`src/pkg/pmae_defs.svh`:
```
/*
 * Constants for the power-management activity detector: register offsets,
 * field positions, reset values, write masks and monitored address windows.
 * Assumes byte-wide register access and 16-bit ISA I/O addresses.
 */
`ifndef PMAE_DEFS_SVH
`define PMAE_DEFS_SVH

// register offsets, one byte each
`define PMAE_OFS_SELECT     8'h68
`define PMAE_OFS_EN_A0      8'h6c
`define PMAE_OFS_EN_A1      8'h6d
`define PMAE_OFS_EN_A2      8'h6e
`define PMAE_OFS_EN_A3      8'h6f
`define PMAE_OFS_EN_B0      8'h70
`define PMAE_OFS_EN_B1      8'h71
`define PMAE_OFS_EN_C0      8'h72
`define PMAE_OFS_EN_C1      8'h73
`define PMAE_OFS_WAKE       8'h74
`define PMAE_OFS_INTERVAL   8'h75
`define PMAE_OFS_THRESHOLD  8'h76
`define PMAE_OFS_SMI_CTL    8'h77

// reset values
`define PMAE_RST_BYTE       8'h00
`define PMAE_RST_EN_A       32'h0000_0000
`define PMAE_RST_EN_B       16'h0000
`define PMAE_RST_EN_C       16'h0000

// writable bits; reserved bits read zero
`define PMAE_MASK_SELECT    8'h07
`define PMAE_MASK_EN_A      32'h1fbf_ffff
`define PMAE_MASK_EN_B      16'h3fff
`define PMAE_MASK_EN_C      16'h000d
`define PMAE_MASK_WAKE      8'h33
`define PMAE_MASK_THRESHOLD 8'h7f
`define PMAE_MASK_SMI_CTL   8'h10

// select register fields
`define PMAE_SEL_FDD        0
`define PMAE_SEL_LPT_LO     1
`define PMAE_SEL_LPT_HI     2

// enable register A fields
`define PMAE_A_KBD_IRQ12    28
`define PMAE_A_KBD_IRQ1     27
`define PMAE_A_FDD_DRQ2     26
`define PMAE_A_VID_GFX      25
`define PMAE_A_VID_CS       24
`define PMAE_A_VID_AB       23
`define PMAE_A_AUD_DRQ_HI   21
`define PMAE_A_AUD_DRQ_LO   16
`define PMAE_A_AUD_WIN_HI   15
`define PMAE_A_AUD_WIN_LO   2
`define PMAE_A_SEC_IDE      1
`define PMAE_A_PRI_IDE      0

// enable register B fields
`define PMAE_B_IOGC_RANGE   13
`define PMAE_B_IOGC_62_66   12
`define PMAE_B_LPT_DRQ      11
`define PMAE_B_WIN_HI       10
`define PMAE_B_WIN_LO       0

// enable register C fields
`define PMAE_C_VID_GPI      3
`define PMAE_C_AUD_GPI      2
`define PMAE_C_PRI_GPI      0

// wake status, threshold and smi control fields
`define PMAE_WAKE_RTC       5
`define PMAE_WAKE_PWR       4
`define PMAE_WAKE_RING      1
`define PMAE_WAKE_DRQ2      0
`define PMAE_THR_ENABLE     6
`define PMAE_SMI_READ_CLR   4

// standby monitor enable bits that arm each wake source
`define PMAE_MON_RTC        8
`define PMAE_MON_PWR        21
`define PMAE_MON_RING       9
`define PMAE_MON_FLOPPY     4

// windows: audio bits 15..2, parallel bits 10..8, serial bits 7..0
`define PMAE_WIN_COUNT      25
`define PMAE_WIN_LO { \
   16'h0f40, 16'h0e80, 16'h0604, 16'h0530, 16'h0280, 16'h0260, 16'h0240, \
   16'h0220, 16'h0330, 16'h0320, 16'h0310, 16'h0300, 16'h0338, 16'h0200, \
   16'h03bc, 16'h0278, 16'h0378, \
   16'h0338, 16'h0238, 16'h0228, 16'h0220, 16'h02e8, 16'h03e8, 16'h02f8, \
   16'h03f8 }
`define PMAE_WIN_HI { \
   16'h0f47, 16'h0e87, 16'h060b, 16'h0537, 16'h0293, 16'h0273, 16'h0253, \
   16'h0233, 16'h0333, 16'h0323, 16'h0313, 16'h0303, 16'h033b, 16'h0207, \
   16'h03be, 16'h027f, 16'h037f, \
   16'h033f, 16'h023f, 16'h022f, 16'h0227, 16'h02ef, 16'h03ef, 16'h02ff, \
   16'h03ff }
`define PMAE_AUD_WIN_FIRST  11
`define PMAE_LPT_WIN_FIRST  8

// fixed ranges
`define PMAE_FDD_PRI_LO     16'h03f0
`define PMAE_FDD_PRI_HI     16'h03f7
`define PMAE_FDD_SEC_LO     16'h0370
`define PMAE_FDD_SEC_HI     16'h0377
`define PMAE_GFX_LO         16'h03b0
`define PMAE_GFX_HI         16'h03df
`define PMAE_PORT_62        16'h0062
`define PMAE_PORT_66        16'h0066
`define PMAE_AB_PAGE_TAG    3'h5

// idle pin levels: active-low lines high, the rest low
`define PMAE_PIN_IDLE       21'h00_040d

`endif

```
`src/pkg/pmae_pkg.sv`:
```
/*
 * Types shared by the activity detector: bus access carriers, the pin
 * bundle, the event bundle and the bus-activity measuring states.
 * Assumes the I/O and memory carriers come from logic on the same clock.
 */
`default_nettype none

package pmae_pkg;

   // one decoded i/o cycle
   typedef struct packed {
      logic        valid;
      logic        write;
      logic [15:0] addr;
   } pmae_io_access_type;

   // one decoded memory cycle
   typedef struct packed {
      logic        valid;
      logic [31:0] addr;
   } pmae_mem_access_type;

   // asynchronous pins, synchronised inside the block
   typedef struct packed {
      logic [7:0] drq_req;
      logic       irq1;
      logic       irq12;
      logic       video_chip_select_pin_n;
      logic [3:0] general_purpose_input;
      logic       primary_ide_dma_request;
      logic       secondary_ide_dma_request;
      logic       rtc_interrupt_input_n;
      logic       power_button_input_n;
      logic       ring_indicate;
      logic       target_ready_n;
   } pmae_pin_type;

   // registered device-class activity events, high while the source is active
   typedef struct packed {
      logic primary_hdd;
      logic secondary_hdd;
      logic audio;
      logic video;
      logic floppy;
      logic serial;
      logic parallel;
      logic keyboard;
      logic io_group_c_detect;
      logic bus_activity_event;
   } pmae_event_type;

   // bus activity measuring states
   typedef enum logic [0:0] {
      BA_IDLE,
      BA_MEASURE
   } pmae_ba_state_type;

endpackage

`default_nettype wire

```
`src/core/pmae_activity_detect.sv`:
```
/*
 * Power-management activity detector: turns i/o windows, dma requests,
 * interrupt lines and general inputs into device-class activity events,
 * measures bus activity, and records which source woke the system.
 * Assumes io/mem carriers and standby inputs are on mclk; pins are not.
 */
// Our own choice: the address-and-strobe port.
`include "pmae_defs.svh"
`default_nettype none

module pmae_activity_detect #(
   parameter int IV_W = 8,
   parameter int TH_W = 6
) (
   // clock and reset
   input  wire logic                          mclk,
   input  wire logic                          reset,
   // register port
   input  wire logic [7:0]                    reg_addr,
   input  wire logic [7:0]                    reg_wdata,
   input  wire logic                          reg_write,
   input  wire logic                          reg_read,
   output logic [7:0]                         reg_rdata,
   // decoded bus traffic
   input  wire pmae_pkg::pmae_io_access_type  io_access,
   input  wire pmae_pkg::pmae_mem_access_type mem_access,
   input  wire logic                          io_group_c_hit,
   // asynchronous pins
   input  wire pmae_pkg::pmae_pin_type        pins,
   // standby timer interface
   input  wire logic [31:0]                   standby_monitor_enable,
   input  wire logic                          standby_expired,
   // results
   output var  pmae_pkg::pmae_event_type      activity_events,
   output logic                               standby_to_on_smi
);

   if (IV_W != 8 || TH_W != 6 || TH_W >= IV_W) begin : g_chk
      $error("pmae_activity_detect: widths must be 8 and 6");
   end

   logic [7:0]                  select_ff;
   logic [31:0]                 en_a_ff;
   logic [15:0]                 en_b_ff;
   logic [15:0]                 en_c_ff;
   logic [7:0]                  wake_ff;
   logic [IV_W-1:0]             interval_ff;
   logic [7:0]                  threshold_ff;
   logic [7:0]                  smi_ctl_ff;
   logic [7:0]                  nxt_rdata;
   logic [7:0]                  rdata_ff;
   pmae_pkg::pmae_pin_type      pin_meta_ff;
   pmae_pkg::pmae_pin_type      pin_sync_ff;
   pmae_pkg::pmae_event_type    nxt_events;
   pmae_pkg::pmae_event_type    events_ff;
   pmae_pkg::pmae_ba_state_type ba_state_ff;
   logic [IV_W-1:0]             tick_ff;
   logic [IV_W-1:0]             trdy_cnt_ff;
   logic [IV_W-1:0]             trdy_total;
   logic                        ba_end;
   logic                        ba_hit_ff;
   logic [`PMAE_WIN_COUNT-1:0]  win_en;
   logic [`PMAE_WIN_COUNT-1:0]  win_hit;
   logic [16*`PMAE_WIN_COUNT-1:0] win_lo;
   logic [16*`PMAE_WIN_COUNT-1:0] win_hi;
   logic                        fdd_hit;
   logic                        gfx_hit;
   logic                        ab_hit;
   logic                        port_62_66;
   logic                        lpt_drq;
   logic [5:0]                  aud_drq;
   logic [7:0]                  wake_set;
   logic [7:0]                  wake_clr;
   logic                        smi_ff;
   logic                        wr_wake;

   // register writes, select register in a process of its own
   always_ff @(posedge mclk) begin
      if (reset)
         select_ff <= `PMAE_RST_BYTE;
      else if (reg_write && reg_addr == `PMAE_OFS_SELECT)
         select_ff <= reg_wdata & `PMAE_MASK_SELECT;
   end

   // enable register a, written one byte lane at a time
   always_ff @(posedge mclk) begin
      if (reset) begin
         en_a_ff <= `PMAE_RST_EN_A;
      end else if (reg_write) begin
         case (reg_addr)
            `PMAE_OFS_EN_A0: en_a_ff[7:0]   <= reg_wdata;
            `PMAE_OFS_EN_A1: en_a_ff[15:8]  <= reg_wdata;
            `PMAE_OFS_EN_A2:
               en_a_ff[23:16] <= reg_wdata & 8'(`PMAE_MASK_EN_A >> 16);
            `PMAE_OFS_EN_A3:
               en_a_ff[31:24] <= reg_wdata & 8'(`PMAE_MASK_EN_A >> 24);
            default: en_a_ff <= en_a_ff;
         endcase
      end
   end

   // enable registers b and c
   always_ff @(posedge mclk) begin
      if (reset) begin
         en_b_ff <= `PMAE_RST_EN_B;
         en_c_ff <= `PMAE_RST_EN_C;
      end else if (reg_write) begin
         case (reg_addr)
            `PMAE_OFS_EN_B0: en_b_ff[7:0]  <= reg_wdata;
            `PMAE_OFS_EN_B1:
               en_b_ff[15:8] <= reg_wdata & 8'(`PMAE_MASK_EN_B >> 8);
            `PMAE_OFS_EN_C0:
               en_c_ff[7:0]  <= reg_wdata & 8'(`PMAE_MASK_EN_C);
            default: begin
               en_b_ff <= en_b_ff;
               en_c_ff <= en_c_ff;
            end
         endcase
      end
   end

   // interval, threshold and read-clear control
   always_ff @(posedge mclk) begin
      if (reset) begin
         interval_ff  <= `PMAE_RST_BYTE;
         threshold_ff <= `PMAE_RST_BYTE;
         smi_ctl_ff   <= `PMAE_RST_BYTE;
      end else if (reg_write) begin
         if (reg_addr == `PMAE_OFS_INTERVAL)
            interval_ff <= reg_wdata;
         if (reg_addr == `PMAE_OFS_THRESHOLD)
            threshold_ff <= reg_wdata & `PMAE_MASK_THRESHOLD;
         if (reg_addr == `PMAE_OFS_SMI_CTL)
            smi_ctl_ff <= reg_wdata & `PMAE_MASK_SMI_CTL;
      end
   end

   // read mux; unmapped offsets read zero
   always_comb begin
      case (reg_addr)
         `PMAE_OFS_SELECT:    nxt_rdata = select_ff;
         `PMAE_OFS_EN_A0:     nxt_rdata = en_a_ff[7:0];
         `PMAE_OFS_EN_A1:     nxt_rdata = en_a_ff[15:8];
         `PMAE_OFS_EN_A2:     nxt_rdata = en_a_ff[23:16];
         `PMAE_OFS_EN_A3:     nxt_rdata = en_a_ff[31:24];
         `PMAE_OFS_EN_B0:     nxt_rdata = en_b_ff[7:0];
         `PMAE_OFS_EN_B1:     nxt_rdata = en_b_ff[15:8];
         `PMAE_OFS_EN_C0:     nxt_rdata = en_c_ff[7:0];
         `PMAE_OFS_EN_C1:     nxt_rdata = en_c_ff[15:8];
         `PMAE_OFS_WAKE:      nxt_rdata = wake_ff;
         `PMAE_OFS_INTERVAL:  nxt_rdata = interval_ff;
         `PMAE_OFS_THRESHOLD: nxt_rdata = threshold_ff;
         `PMAE_OFS_SMI_CTL:   nxt_rdata = smi_ctl_ff;
         default:             nxt_rdata = `PMAE_RST_BYTE;
      endcase
   end

   // read data stand only in the cycle after the strobe
   always_ff @(posedge mclk) begin
      if (reset || !reg_read)
         rdata_ff <= `PMAE_RST_BYTE;
      else
         rdata_ff <= nxt_rdata;
   end
   assign reg_rdata = rdata_ff;

   // two-stage synchroniser for every pin
   always_ff @(posedge mclk) begin
      if (reset) begin
         pin_meta_ff <= `PMAE_PIN_IDLE; // idle, so no false wake
         pin_sync_ff <= `PMAE_PIN_IDLE;
      end else begin
         pin_meta_ff <= pins;
         pin_sync_ff <= pin_meta_ff;
      end
   end

   // monitored i/o windows, one comparator pair per window
   assign win_lo = `PMAE_WIN_LO;
   assign win_hi = `PMAE_WIN_HI;
   assign win_en = {en_a_ff[`PMAE_A_AUD_WIN_HI:`PMAE_A_AUD_WIN_LO],
                    en_b_ff[`PMAE_B_WIN_HI:`PMAE_B_WIN_LO]};
   for (genvar gi = 0; gi < `PMAE_WIN_COUNT; gi++) begin : g_win
      assign win_hit[gi] = io_access.valid && win_en[gi] &&
                           io_access.addr >= win_lo[gi*16 +: 16] &&
                           io_access.addr <= win_hi[gi*16 +: 16];
   end

   // fixed ranges
   always_comb begin
      if (select_ff[`PMAE_SEL_FDD])
         fdd_hit = io_access.addr >= `PMAE_FDD_SEC_LO &&
                   io_access.addr <= `PMAE_FDD_SEC_HI;
      else
         fdd_hit = io_access.addr >= `PMAE_FDD_PRI_LO &&
                   io_access.addr <= `PMAE_FDD_PRI_HI;
      fdd_hit    = fdd_hit && io_access.valid;
      gfx_hit    = io_access.valid && io_access.addr >= `PMAE_GFX_LO &&
                   io_access.addr <= `PMAE_GFX_HI;
      ab_hit     = mem_access.valid &&
                   mem_access.addr[19:17] == `PMAE_AB_PAGE_TAG;
      port_62_66 = io_access.valid && (io_access.addr == `PMAE_PORT_62 ||
                   io_access.addr == `PMAE_PORT_66);
   end

   // parallel-port dma request select
   always_comb begin
      case (select_ff[`PMAE_SEL_LPT_HI:`PMAE_SEL_LPT_LO])
         2'h0:    lpt_drq = pin_sync_ff.drq_req[0];
         2'h1:    lpt_drq = pin_sync_ff.drq_req[1];
         2'h2:    lpt_drq = pin_sync_ff.drq_req[3];
         default: lpt_drq = 1'b0;
      endcase
   end

   // audio dma requests in enable-bit order 7,6,5,3,1,0
   assign aud_drq = {pin_sync_ff.drq_req[7:5], pin_sync_ff.drq_req[3],
                     pin_sync_ff.drq_req[1:0]};

   // device-class event combine
   always_comb begin
      nxt_events.keyboard =
         (en_a_ff[`PMAE_A_KBD_IRQ12] && pin_sync_ff.irq12) ||
         (en_a_ff[`PMAE_A_KBD_IRQ1] && pin_sync_ff.irq1);
      nxt_events.floppy =
         (en_a_ff[`PMAE_A_FDD_DRQ2] && pin_sync_ff.drq_req[2]) ||
         fdd_hit;
      nxt_events.video =
         (en_a_ff[`PMAE_A_VID_GFX] && gfx_hit) ||
         (en_a_ff[`PMAE_A_VID_CS] &&
          !pin_sync_ff.video_chip_select_pin_n) ||
         (en_a_ff[`PMAE_A_VID_AB] && ab_hit) ||
         (en_c_ff[`PMAE_C_VID_GPI] &&
          pin_sync_ff.general_purpose_input[3]);
      nxt_events.audio =
         (|(en_a_ff[`PMAE_A_AUD_DRQ_HI:`PMAE_A_AUD_DRQ_LO] & aud_drq)) ||
         (|win_hit[`PMAE_WIN_COUNT-1:`PMAE_AUD_WIN_FIRST]) ||
         (en_c_ff[`PMAE_C_AUD_GPI] &&
          pin_sync_ff.general_purpose_input[2]);
      nxt_events.primary_hdd =
         (en_a_ff[`PMAE_A_PRI_IDE] && pin_sync_ff.primary_ide_dma_request) ||
         (en_c_ff[`PMAE_C_PRI_GPI] &&
          pin_sync_ff.general_purpose_input[0]);
      nxt_events.secondary_hdd = en_a_ff[`PMAE_A_SEC_IDE] &&
         pin_sync_ff.secondary_ide_dma_request;
      nxt_events.parallel = (en_b_ff[`PMAE_B_LPT_DRQ] && lpt_drq) ||
         (|win_hit[`PMAE_AUD_WIN_FIRST-1:`PMAE_LPT_WIN_FIRST]);
      nxt_events.serial = |win_hit[`PMAE_LPT_WIN_FIRST-1:0];
      nxt_events.io_group_c_detect =
         (en_b_ff[`PMAE_B_IOGC_RANGE] && io_group_c_hit) ||
         (en_b_ff[`PMAE_B_IOGC_62_66] && port_62_66);
      nxt_events.bus_activity_event = ba_hit_ff;
   end

   // event outputs registered
   always_ff @(posedge mclk) begin
      if (reset)
         events_ff <= '0;
      else
         events_ff <= nxt_events;
   end
   assign activity_events = events_ff;

   // bus activity: count target-ready over interval cycles
   assign ba_end     = tick_ff == interval_ff - 1'b1;
   assign trdy_total = trdy_cnt_ff +
                       IV_W'(!pin_sync_ff.target_ready_n);
   always_ff @(posedge mclk) begin
      if (reset || interval_ff == '0 ||
          !threshold_ff[`PMAE_THR_ENABLE]) begin
         ba_state_ff <= pmae_pkg::BA_IDLE;
         tick_ff     <= '0;
         trdy_cnt_ff <= '0;
         ba_hit_ff   <= 1'b0;
      end else begin
         case (ba_state_ff)
            pmae_pkg::BA_IDLE: begin
               ba_state_ff <= pmae_pkg::BA_MEASURE;
               ba_hit_ff   <= 1'b0;
            end
            pmae_pkg::BA_MEASURE: begin
               if (ba_end) begin
                  tick_ff     <= '0;
                  trdy_cnt_ff <= '0;
                  ba_hit_ff   <= trdy_total >
                                 IV_W'(threshold_ff[TH_W-1:0]);
               end else begin
                  tick_ff     <= tick_ff + 1'b1;
                  trdy_cnt_ff <= trdy_total;
                  ba_hit_ff   <= 1'b0;
               end
            end
            default: ba_state_ff <= pmae_pkg::BA_IDLE;
         endcase
      end
   end

   // wake sources armed by the standby monitor enables
   always_comb begin
      wake_set = '0;
      wake_set[`PMAE_WAKE_RTC]  = !pin_sync_ff.rtc_interrupt_input_n &&
                                  standby_monitor_enable[`PMAE_MON_RTC];
      wake_set[`PMAE_WAKE_PWR]  = !pin_sync_ff.power_button_input_n &&
                                  standby_monitor_enable[`PMAE_MON_PWR];
      wake_set[`PMAE_WAKE_RING] = pin_sync_ff.ring_indicate &&
                                  standby_monitor_enable[`PMAE_MON_RING];
      wake_set[`PMAE_WAKE_DRQ2] = pin_sync_ff.drq_req[2] &&
                                  standby_monitor_enable[`PMAE_MON_FLOPPY];
      wake_set = standby_expired ? wake_set : '0;
   end

   // standby-to-on smi, registered, high while standby has expired and an armed wake source is active
   always_ff @(posedge mclk) begin
      if (reset)
         smi_ff <= 1'b0;
      else
         smi_ff <= |wake_set;
   end
   assign standby_to_on_smi = smi_ff;

   // wake status: write one clears, read clears when enabled, set wins
   assign wr_wake = reg_write && reg_addr == `PMAE_OFS_WAKE;
   always_comb begin
      if (wr_wake)
         wake_clr = reg_wdata;
      else if (reg_read && reg_addr == `PMAE_OFS_WAKE &&
               smi_ctl_ff[`PMAE_SMI_READ_CLR])
         wake_clr = wake_ff;
      else
         wake_clr = '0;
   end
   always_ff @(posedge mclk) begin
      if (reset)
         wake_ff <= `PMAE_RST_BYTE;
      else
         wake_ff <= ((wake_ff & ~wake_clr) | wake_set) &
                    `PMAE_MASK_WAKE;
   end
endmodule

`default_nettype wire

```
`config.mk`:
```
export PLATFORM = sky130hd
export DESIGN_NAME = pmae_activity_detect
export DESIGN_NICKNAME = d
export VERILOG_FILES = /design/src/pkg/pmae_pkg.sv /design/src/core/pmae_activity_detect.sv
export VERILOG_INCLUDE_DIRS = /design/src /design/src/pkg
export SDC_FILE = /design/constraint.sdc
export NUM_CORES = 1
export LEC_CHECK = 0
export ABC_AREA = 0
export BUFFER_PORTS_ARGS = -buffer_cell sky130_fd_sc_hd__buf_2
export CORE_AREA = 2 2 133 135
export CTS_CLUSTER_SIZE = 20
export DETAILED_ROUTE_END_ITERATION = 10
export DIE_AREA = 0 0 135 137
export PLACE_DENSITY = 0.73
export SLEW_MARGIN = 40
export SYNTH_ARGS = -nofsm -noshare
export SYNTH_HDL_FRONTEND = slang
export SYNTH_SLANG_ARGS = --single-unit
```
`constraint.sdc`:
```
create_clock -name mclk -period 3.6 [get_ports mclk]
set_input_delay 0.18 -clock mclk [delete_from_list [all_inputs] [get_ports mclk]]
set_output_delay 0.18 -clock mclk [all_outputs]
set_load 0.005 [all_outputs]
```
Word level (Yosys, flattened, before mapping)
Cells that the tools add are included.

Register bits: 147. Input bits: 126. Output and inout port bits: 19. Word-level logic and storage cells: 283.

Add/subtract/negate cells: 3. Magnitude comparators: 55. Eq/ne operators: 18. Multiplexer cells: 11. Bitwise logic cells: 5. Reduce and logical (&&, ||, !) cells: 141.

Operators with widths (count): $le A16 B10 Y1 const B (24); $ge A16 B10 Y1 const B (22); $logic_and A1 B1 Y1 (104); $eq A8 B7 Y1 const B (12); $pmux W8 S12 (1); $eq A16 B7 Y1 const B (2); $ge A16 B11 Y1 const B (2); $ge A16 B12 Y1 const B (2); $le A16 B11 Y1 const B (2); $le A16 B12 Y1 const B (2); $reduce_and A2 Y1 (10); $mux W6 (3); $mux W8 (2); $reduce_or A8 Y1 (2); $logic_or A1 B1 Y1 (14); $reduce_or A14 Y1 (1); $and A6 B6 Y6 (2); $add A8 B1 Y8 (1); $add A8 B1 Y8 const B (1); $eq A8 B8 Y1 (1); $gt A8 B6 Y1 (1); $logic_not A8 Y1 (1); $sub A8 B1 Y8 const B (1); $logic_not A1 Y1 (6); 12 further kinds (14).

Logic depth before layout (Yosys ltp)
Gate-level depths: netlist of run 1.

Depth in word-level cells: 8. Depth in mapped cells: 11. Gate-level depth less buffers: 11.

Worst setup path after synthesis of run 1
Ideal clock, no wire load.

Path kind: reg-to-reg. From: register interval_ff[0]. To: register trdy_cnt_ff[6]. Setup time: 0.136 ns. Arrival: 2.022 ns. Required time: 3.464 ns. Setup slack: 1.442 ns. Stages on the path, launching flop included: 10. Path buffers: 1. Period minus slack after synthesis: 2.158 ns. Cells stage by stage: dfxtp_1 > inv_1 > ha_1 > xor2_1 > nor4_2 > nand4b_1 > a311o_4 > buf_6 > nand4_1 > o311ai_2.

Word-level cells in the longest chain between the ends: 3. Elaborated cells between the ends (all ways): 6. Those cells by class: add/sub: 1; eq/ne: 1; mux: 1; reduce/logical: 3.

RTL lines: start, declared (RTL line pmae_activity_detect.sv:47) `logic [IV_W-1:0] interval_ff;`; start signal, assigned (RTL line pmae_activity_detect.sv:125) `` interval_ff <= `PMAE_RST_BYTE; ``; start signal, assigned (RTL line pmae_activity_detect.sv:130) `interval_ff <= reg_wdata;`; $sub A8 B1 Y8 / $logic_not A8 Y1 (equally long branches) (RTL line pmae_activity_detect.sv:265, pmae_activity_detect.sv:269); $eq A8 B8 Y1 / $logic_or A1 B1 Y1 (equally long branches) (RTL line pmae_activity_detect.sv:265, pmae_activity_detect.sv:269); $mux W8 / $logic_or A1 B1 Y1 (equally long branches) (RTL line pmae_activity_detect.sv:282, pmae_activity_detect.sv:269); end signal, assigned (RTL line pmae_activity_detect.sv:289) `trdy_cnt_ff <= trdy_total;`; end, declared (RTL line pmae_activity_detect.sv:58) `logic [IV_W-1:0] trdy_cnt_ff;`.

Several ways; a longest one is shown, not always the timed one. A chain may end at the register's enable or synchronous reset.

Worst setup path after layout of run 1
From: register interval_ff[0]. To: register tick_ff[7].

Word-level cells in the longest chain between the ends: 3. Elaborated cells between the ends (all ways): 6. Those cells by class: add/sub: 1; eq/ne: 1; mux: 1; reduce/logical: 3.

RTL lines: $sub A8 B1 Y8 / $logic_not A8 Y1 (equally long branches) (RTL line pmae_activity_detect.sv:265, pmae_activity_detect.sv:269); $eq A8 B8 Y1 / $logic_or A1 B1 Y1 (equally long branches) (RTL line pmae_activity_detect.sv:265, pmae_activity_detect.sv:269); $mux W8 / $logic_or A1 B1 Y1 (equally long branches) (RTL line pmae_activity_detect.sv:282, pmae_activity_detect.sv:269); end signal, assigned (RTL line pmae_activity_detect.sv:288) `tick_ff <= tick_ff + 1'b1;`; end, declared (RTL line pmae_activity_detect.sv:57) `logic [IV_W-1:0] tick_ff;`.

Several ways; a longest one is shown, not always the timed one.

==> results of run 1 <==
[through the flow]
step                      area [µm²]  util (%)
after floorplan                 6678         -
after global placement          7221     42.33
after detailed placement        7224     42.36
after CTS                       7995     46.88
after global routing            7995     46.88
final                           7998     46.89
[layer usage]
metal / track usage, % / share of wire, % / wire [µm] / vias up
li1: - / - / - / 2833
met1: 28.08 / 46 / 8122 / 2704
met2: 28.51 / 42 / 7511 / 276
met3: 4.778 / 9.7 / 1729 / 37
met4: 7.639 / 2.6 / 459 / 2
met5: 0 / 0.073 / 13 / -
[sequential cells by signal (all words and copies together) (netlist names)]
name,flops
tick_ff,8
aud_drq,6
pin_meta_ff,19
select_ff,3
reg_rdata,8
ba_hit_ff,1
en_a_ff,28
wake_ff,4
ba_state_ff,1
trdy_cnt_ff,8
smi_ctl_ff,1
pin_sync_ff,13
en_b_ff,14
threshold_ff,7
interval_ff,8
standby_to_on_smi,1
en_c_ff,3
activity_events,10
[worst max path at each step]
stage,slack (ps),end,depth (start not counted),from
6_report,1240,tick_ff[7],8,interval_ff[0]
5_1_grt,1100,trdy_cnt_ff[7],8,interval_ff[0]
4_1_cts,1250,tick_ff[7],8,interval_ff[0]
3_5_place_dp,1250,tick_ff[7],8,interval_ff[0]
3_3_place_gp,1310,tick_ff[4],8,interval_ff[0]
2_1_floorplan,1440,trdy_cnt_ff[6],9,interval_ff[0]
[cells by family (layout without fill, tap and decap cells)]
| group | after synthesis | after routing | share of synthesized area, % |
|---|---|---|---|
| buf+inv | 66 | 160 | 4.029 |
| xor+xnor | 20 | 20 | 2.623 |
| simple gates | 304 | 304 | 23.57 |
| compound gates | 148 | 148 | 14.99 |
| fa+ha+maj | 11 | 11 | 2.024 |
| mux | 58 | 58 | 9.893 |
| other cells | 0 | 1 | 0 |
| flops | 143 | 143 | 42.87 |
[cell type report]
class,count,area (µm²),share of cell area [%]
Multi-Input combinational cell,541,3546,44.34
Sequential cell,143,2863,35.79
Timing Repair Buffer,107,649.4,8.120
Clock buffer,18,439.2,5.491
Tap cell,225,281.5,3.520
Clock inverter,13,131.4,1.643
Inverter,22,85.08,1.064
Antenna cell,1,2.502,0.03129
[layout by cell type, fill, tap and decap left out, types with 4 or more instances in the layout]
cell	count
clkinv_4	4
mux4_2	6
dlygate4sd3_1	20
xnor2_1	9
mux2i_1	48
and3_1	12
mux2_2	4
nand4_1	10
nor2_1	73
nor3_1	8
ha_1	10
inv_1	21
dfxtp_1	143
clkbuf_16	17
a31oi_1	8
a22oi_1	17
a221oi_1	4
nand4b_1	4
o22ai_1	5
o21ai_0	22
inv_6	4
nor3b_1	5
buf_2	83
a21oi_1	55
xor2_1	11
nand2_1	68
nor2b_1	36
nand3_1	47
or2_2	13
[power by group through the flow]
stage	logic [mW]	registers [mW]	clock network [mW]
after floorplan	0.103	1.64	0
after global placement	0.173	1.65	0
after detailed placement	0.175	1.65	0
after CTS	0.191	1.61	1.72
after global routing	0.210	1.61	1.79
final	0.196	1.61	1.69
[worst reg2reg max path: cells and delay by family (launching register included)]
| family | cells | cell delay (ps) |
|---|---|---|
| DFF | 1 | 440 |
| AOI/OAI and AO/OA | 2 | 760 |
| and+or+nand+nor | 3 | 540 |
| xor gates and xnor gates | 1 | 180 |
| adders and majority gates | 1 | 250 |
| buffers and inverters | 1 | 70 |
[timing repair]
action,4_1_cts,5_1_grt
gates resized for setup,0,0
hold buffers,20,0
endpoints found under the hold margin,20,0
setup buffers,0,0
==> flow_metrics.tcl, run 1 <==
set metrics [dict create \
    wire_per_inst_um 16.67 \
    hp-class "in2reg" \
    p_per_area_nw_per_um2 437.4 \
    clkLatencyLatePin_ps 420 \
    synth_nets 886 \
    cp.required_ps 3900 \
    syn_inst 750 \
    regToRegStartpoint "interval_ff[0]" \
    synth_common_cells "dfxtp_1 (143), nor2_1 (73), nand2_1 (68), a21oi_1 (55), mux2i_1 (48)" \
    cts_made_buffers 17 \
    crit_type "reg2reg" \
    fin_setup_tns_ps 0 \
    seq_power_share_pct 46.1 \
    fmax_mhz 423.4 \
    whs_ps 34.85 \
    drt-pass1-iter-count 5 \
    yosysMostFrequentCell "dfxtp_1" \
    min_to "standby_to_on_smi" \
    total_power_mw 3.498 \
    async_flop_share_pct 0 \
    grt_setup_unrepaired "false" \
    drtIter0Drc 593 \
    worst_slew_pin_slew_ps 806.5 \
    synthToLayoutAreaGrowth_pct 19.77 \
    slew_violations 0 \
    gp_congestion 0.9318 \
    slowest_stage "a311o_4" \
    hold_path_depth 3 \
    via_count 5852 \
    grt_pass1_wl_um 27940 \
    row_count 48 \
    initial_core_util_pct 39.15 \
    combinationalPowerShare_pct 5.6 \
    yosys.area.top_type_share_pct 42.87 \
    place_ws_ps 1254 \
    r2r-end "tick_ff[7]" \
    synth_edf_count 0 \
    clkTransAtPathRegs_ps 60 \
    cp-start-kind "register" \
    numPortBuffers 84 \
    ys_seq_elements 143 \
    clock_path_buffers 2 \
    p_switching_uw 837.5 \
    dp_hpwl_um 12410 \
    tritoncts "built" \
    critPathMaxStageDelay_ps 510 \
    avgSynthCellArea_um2 8.904 \
    finalCriticalPeriod_ps 2362 \
    hold_start "standby_expired" \
    r2r_setup_slack_ps 1240 \
    setup_viol 0 \
    status "complete, no violations" \
    synth_flop_cell "dfxtp_1" \
    synthTopCellsByArea "dfxtp_1 (43%), mux2i_1 (7.2%), a21oi_1 (4.1%)" \
    drive_gt1_share_pct 19.08 \
    arrival_ps 2660 \
    cts_sinks 143 \
    hold_viol_final 0 \
    path_buf_inv 1 \
    leakage_nw 3.086 \
    grt_usage_pct 19.66 \
    synth.cell_area_um2 6678 \
    cts_root_buffer "clkbuf_16" \
    cp-end-kind "register" \
    critPathTopFamily "compound AO/OA/AOI/OAI gates" \
    fp.coreArea_um2 17060 \
    switching_share_pct 23.94 \
    via_per_inst 5.469 \
    grt_max_degree 116 \
    dpl.cell_count 1018 \
    nets 968 \
    grt-ovfl-total 0 \
    max-slew-margin-rel_pct 46.23 \
    fp.dieH_um 137 \
    synth_top_area_cell "dfxtp_1" \
    fp.dieW_um 135 \
    antenna_found_initial 1 \
    filler_cell_count 1630 \
    ctsHtreeMaxLevel 4 \
    fin_crit_sh_pct 65.60 \
    fin_cells 1070 \
    wirelength_um 17840 \
    final.setup.worst_slack_ps 1238 \
    yosys_warnings 0 \
    peakVddDrop_mv 0.3348 \
    cap_violations 0 \
    die_area_um2 18500 \
    seq_area_frac_synth_pct 42.87 \
    crit_path_cell_trace "inv_1, ha_1, xor2_1, nor4_2, nand4b_1, a311o_4, o21ai_2, nor2_1" \
    crit_fanout 15 \
    route.detailed.drc 0 \
    clkPwrFrac_pct 48.3 \
    io_pins 145 \
    final_antenna_net_count 0 \
    grt_pass1_vias 5253 \
    worstRegToRegCells 8 \
    internal_power_mw 2.660 \
    synth_cell_type_count 74 \
    finClkSkew_ps 7.180 \
]
Note: power is estimated with default switching activity, not from simulation.
==> run 2: changes to the inputs <==
- clock period: 3.6 -> 2.43 ns (I/O delays scaled with it)
==> flow_metrics.tcl, run 2 (synthesis gave the netlist of run 1 again) <==
set metrics [dict create \
    layout_commonest_cell "dfxtp_1" \
    dp_hpwl_um 12490 \
    leakage_nw 3.182 \
    crit_fanout 7 \
    initial_core_util_pct 39.15 \
    worst_slew_pin_slew_ps 837.0 \
    ctsHtreeMaxLevel 4 \
    antenna_found_initial 0 \
    fp.dieW_um 135 \
    grt_usage_pct 20.67 \
    clkLatencyLatePin_ps 430 \
    via_per_inst 5.555 \
    hp-class "in2reg" \
    via_count 6033 \
    fp.dieH_um 137 \
    largestRegisters "en_a_ff: 28 flops, pin_meta_ff: 19 flops, en_b_ff: 14 flops" \
    route.detailed.drc 0 \
    crit_path_cell_trace "inv_1, ha_1, xor2_1, nor4_2, nand4b_1, buf_4, a311o_2, a22oi_1, o21ai_1" \
    wirelength_um 18830 \
    row_count 48 \
    grt_max_degree 116 \
    fin_setup_tns_ps 0 \
    drtIter0Drc 563 \
    tritoncts "built" \
    final.setup.worst_slack_ps 154.7 \
    setup_viol 0 \
    critPathTopFamily "compound AO/OA/AOI/OAI gates" \
    hold_viol_final 0 \
    grt_pass1_vias 5455 \
    cts_root_buffer "clkbuf_16" \
    io_pins 145 \
    slew_violations 0 \
    total_power_mw 5.361 \
    status "complete, no violations" \
    path_buf_inv 2 \
    numPortBuffers 84 \
    fp.coreArea_um2 17060 \
    drive_gt1_share_pct 20.21 \
    finClkSkew_ps 9.396 \
    final_antenna_net_count 0 \
    gp_congestion 0.9316 \
    antennaDiodeCount 0 \
    cts_sinks 143 \
    final_cell_mix "dfxtp_1 (142), buf_2 (83), nor2_1 (73), nand2_1 (68), a21oi_1 (55)" \
    cp-end-kind "register" \
    cp.required_ps 2750 \
    max-slew-margin-rel_pct 44.20 \
    synthToLayoutAreaGrowth_pct 22.52 \
    fmax_mhz 439.5 \
    grt_pass1_wl_um 29380 \
    cts_made_buffers 17 \
    fin_crit_sh_pct 93.63 \
    largest_reg_flops 28 \
    drt-pass1-iter-count 6 \
    nets 984 \
    wire_per_inst_um 17.34 \
    place_ws_ps 193.1 \
    finalCriticalPeriod_ps 2275 \
    cp-start-kind "register" \
    clock_path_buffers 2 \
    filler_cell_count 1621 \
    clkTransAtPathRegs_ps 70 \
    p_per_area_nw_per_um2 655.2 \
    crit_type "reg2reg" \
    grt-ovfl-total 0 \
    peakVddDrop_mv 0.4802 \
    die_area_um2 18500 \
    arrival_ps 2600 \
    cap_violations 0 \
    largest_register "en_a_ff" \
    critPathMaxStageDelay_ps 470 \
    slowest_stage "a311o_2" \
]
## run 2: worst paths after layout
path	from	slack, ps	depth (start not counted)	endpoint
max	interval_ff[1]	150	9	tick_ff[2]
min	reg_wdata[6]	20	3	en_b_ff[6]
max reg2reg	interval_ff[1]	150	9	tick_ff[2]
min reg2reg	pin_meta_ff[10]	410	1	pin_sync_ff[10]
## run 2: cell type report
cell class / instances / area, µm² / share of cell area [%]
multi-input cells: 542 / 3565 / 43.57
flip-flops and latches: 143 / 2864 / 35.01
repair buffers: 122 / 774.5 / 9.466
clock buffers: 17 / 425.4 / 5.200
well taps: 225 / 281.5 / 3.441
clock inverters: 15 / 186.4 / 2.279
inverters: 22 / 85.08 / 1.040
## run 2: worst reg2reg max path, cell delays in order, from the launching register on
cell,delay [ps]
dfxtp_2,370
inv_1,50
ha_1,220
xor2_1,180
nor4_2,270
nand4b_1,180
buf_4,190
a311o_2,470
a22oi_1,160
o21ai_1,80
## run 2: metal layers
layer	GRT usage (%)	vias to the layer above	part of all wire [%]
met2	30.46	324	42
met1	28.62	2778	44
li1	-	2881	-
met5	0	-	0
met4	7.581	0	2.6
met3	6.111	50	11
## run 2: stage by stage
step | util (%) | hold slack, ps | cell area (µm²) | cells
after floorplan | - | 225.3 | 6678 | 750
after global placement | 42.73 | 303.7 | 7288 | 1027
after detailed placement | 42.75 | 307.4 | 7292 | 1027
after CTS | 47.81 | 10.05 | 8154 | 1084
after global routing | 47.97 | 26.86 | 8182 | 1086
final | 47.97 | 21.70 | 8182 | 1086
## run 2: timing repair
action,CTS,global route
endpoints found under the hold margin,24,0
hold buffers,25,0
gates resized for setup,0,2
endpoints found under the setup margin,0,5
buffers inserted,0,1
## run 2: report_power, final
part | switching, mW | internal, mW | total, mW
clock | 1.19 | 1.48 | 2.67
sequential | 0.00999 | 2.38 | 2.39
combinational | 0.183 | 0.121 | 0.304
total | 1.38 | 3.98 | 5.36
==> run 3: changes to the inputs <==
- ABC_AREA: 0 -> 1
- CORE_AREA: 2 2 133 135 -> 2 2 119 121
- CTS_CLUSTER_SIZE: 20 -> 16
- DIE_AREA: 0 0 135 137 -> 0 0 121 123
- PLACE_DENSITY: 0.73 -> 0.91
==> flow_metrics.tcl, run 3 <==
set metrics [dict create \
    gp_congestion 0.9910 \
    yosys.area.top_type_share_pct 38.87 \
    synth.cell_area_um2 7365 \
    synthTopCellsByArea "dfxtp_1 (39%), nand2_1 (11%), inv_1 (8.2%)" \
    synth_flop_cell "dfxtp_1" \
    wire_per_inst_um 16.58 \
    cts_sinks 143 \
    placed_area_um2 7853 \
    clock_path_buffers 2 \
    initial_core_util_pct 54.10 \
    grt_setup_unrepaired "false" \
    grt_max_degree 44 \
    largest_reg_flops 28 \
    synth_top_area_cell "dfxtp_1" \
    yosys_warnings 0 \
    status "complete, no violations" \
    fp.dieW_um 121 \
    p_switching_mw 1.343 \
    synth_nets 1217 \
    largest_register "en_a_ff" \
    worst_slew_pin_slew_ps 682.6 \
    finClkSkew_ps 9.188 \
    seq_area_frac_synth_pct 38.87 \
    internal_power_mw 3.983 \
    fp.dieH_um 123 \
    die_area_um2 14880 \
    setup_viol 0 \
    antennaDiodeCount 0 \
    cp-start-kind "register" \
    seq_power_share_pct 44.9 \
    crit_fanout 2 \
    max-slew-margin-rel_pct 54.42 \
    met1_usage_pct 36.95 \
    hp-class "in2reg" \
    drive_gt1_share_pct 14.56 \
    switching_share_pct 25.22 \
    place_ws_ps 327.0 \
    tritoncts "built" \
    grt_usage_pct 31.22 \
    via_per_inst 5.699 \
    multi_input_area_um2 3684 \
    cp-end-kind "register" \
    clkTransAtPathRegs_ps 60 \
    grt_pass1_wl_um 35960 \
    finalCriticalPeriod_ps 2171 \
    combinationalPowerShare_pct 7.1 \
    cts_made_buffers 17 \
    hold_path_depth 3 \
    fin_crit_sh_pct 89.33 \
    dp_hpwl_um 15380 \
    drt-pass1-iter-count 6 \
    fp.coreArea_um2 13610 \
    ys_seq_elements 143 \
    via_count 7796 \
    clkPwrFrac_pct 48.1 \
    largestRegisters "en_a_ff: 28 flops, pin_meta_ff: 19 flops, en_b_ff: 14 flops" \
    grt_pass1_vias 7430 \
    synthToLayoutAreaGrowth_pct 17.91 \
    grt-ovfl-total 0 \
    numPortBuffers 84 \
    p_per_area_nw_per_um2 613.3 \
    final_cell_mix "nand2_1 (212), inv_1 (160), dfxtp_1 (143), nor2_1 (134), a21oi_1 (96)" \
    slew_violations 0 \
    hold_viol_final 0 \
    synth_edf_count 0 \
    peakVddDrop_mv 0.5177 \
    final_antenna_net_count 0 \
    grt_most_used_layer "met2" \
    synth_common_cells "nand2_1 (212), inv_1 (161), dfxtp_1 (143), nor2_1 (134), a21oi_1 (96)" \
    use_met3_pct 6.873 \
    ctsHtreeMaxLevel 4 \
    fin_area_um2 8683 \
    syn_inst 1081 \
    io_pins 145 \
    worstRegToRegCells 13 \
    cap_violations 0 \
    route.detailed.drc 0 \
    drtIter0Drc 973 \
    nets 1311 \
    layout_commonest_cell "nand2_1" \
    row_count 43 \
    filler_cell_count 1138 \
    avgSynthCellArea_um2 6.813 \
    regArea_um2 2863 \
    final.setup.worst_slack_ps 259.2 \
    clkLatencyLatePin_ps 430 \
    synth_cell_type_count 41 \
    arrival_ps 2500 \
    cp.required_ps 2760 \
    async_flop_share_pct 0 \
    cts_setup_buffers 0 \
    fin_setup_tns_ps 0 \
    crit_type "reg2reg" \
    wirelength_um 22680 \
    cts_root_buffer "clkbuf_16" \
    antenna_found_initial 0 \
    grtUsageMet2_pct 52.32 \
    fmax_mhz 460.7 \
    leakage_nw 3.817 \
    yosysMostFrequentCell "nand2_1" \
]
[run 3: layout make-up]
cell class                      count  area share [%]
Clock buffer                       19           5.216
Clock inverter                     13           1.470
Inverter                          168           7.262
Multi-Input combinational cell    732           42.42
Sequential cell                   143           32.97
Tap cell                          180           2.594
Timing Repair Buffer              113           8.069
[run 3: worst paths after layout]
kind / start / to / slack, ps
max reg2reg: pin_sync_ff[0] / ba_hit_ff / 260
min: standby_expired / wake_ff[5] / 30
min reg2reg: pin_meta_ff[4] / pin_sync_ff[4] / 400
max: pin_sync_ff[0] / ba_hit_ff / 260
[run 3: power by group through the flow]
stage               clock (mW)  combinational (mW)  sequential [mW]
floorplan                    0               0.192             2.44
global placement             0               0.321             2.44
detailed placement           0               0.324             2.44
CTS                       2.55               0.358             2.39
global route              2.69               0.408             2.39
finish                    2.56               0.376             2.39
[run 3: layer usage]
layer,part of all wire (%),vias to the layer above
met5,0,-
met4,5.5,0
met3,9.3,124
met2,46,485
met1,39,3536
li1,-,3651
[run 3: cell families after synthesis]
family                     share of synthesized area, %
AOI/OAI and AO/OA                                 14.10
xor gates and xnor gates                          2.735
adders and majority gates                         1.699
buffers and inverters                             11.11
DFF                                               38.87
and+or+nand+nor                                   31.48
[run 3: repair_timing]
action	CTS	global route
hold endpoints to repair	25	0
gates resized for setup	0	0
hold buffers	25	0
[run 3: critical path, cell delays in order, from the launching register on]
cell     delay [ps]
dfxtp_1         300
inv_1            50
ha_1            170
nand3_1         120
nor2_1          170
nand2_1          90
xor2_1          210
inv_1            80
ha_1            300
a21o_1          180
o21ai_0         200
nand3_1         100
nand2_1          70
nor2_1           40
[run 3: through the flow]
stage                     power, mW  hold WS, ps  util (%)  instances
after global routing          5.487        24.25     63.79       1368
after CTS                     5.302        7.297     63.79       1368
final                         5.326        30.77     63.79       1368
after floorplan               2.629        217.0         -       1081
after global placement        2.760        303.0     57.69       1311
after detailed placement      2.765        305.1     57.69       1311
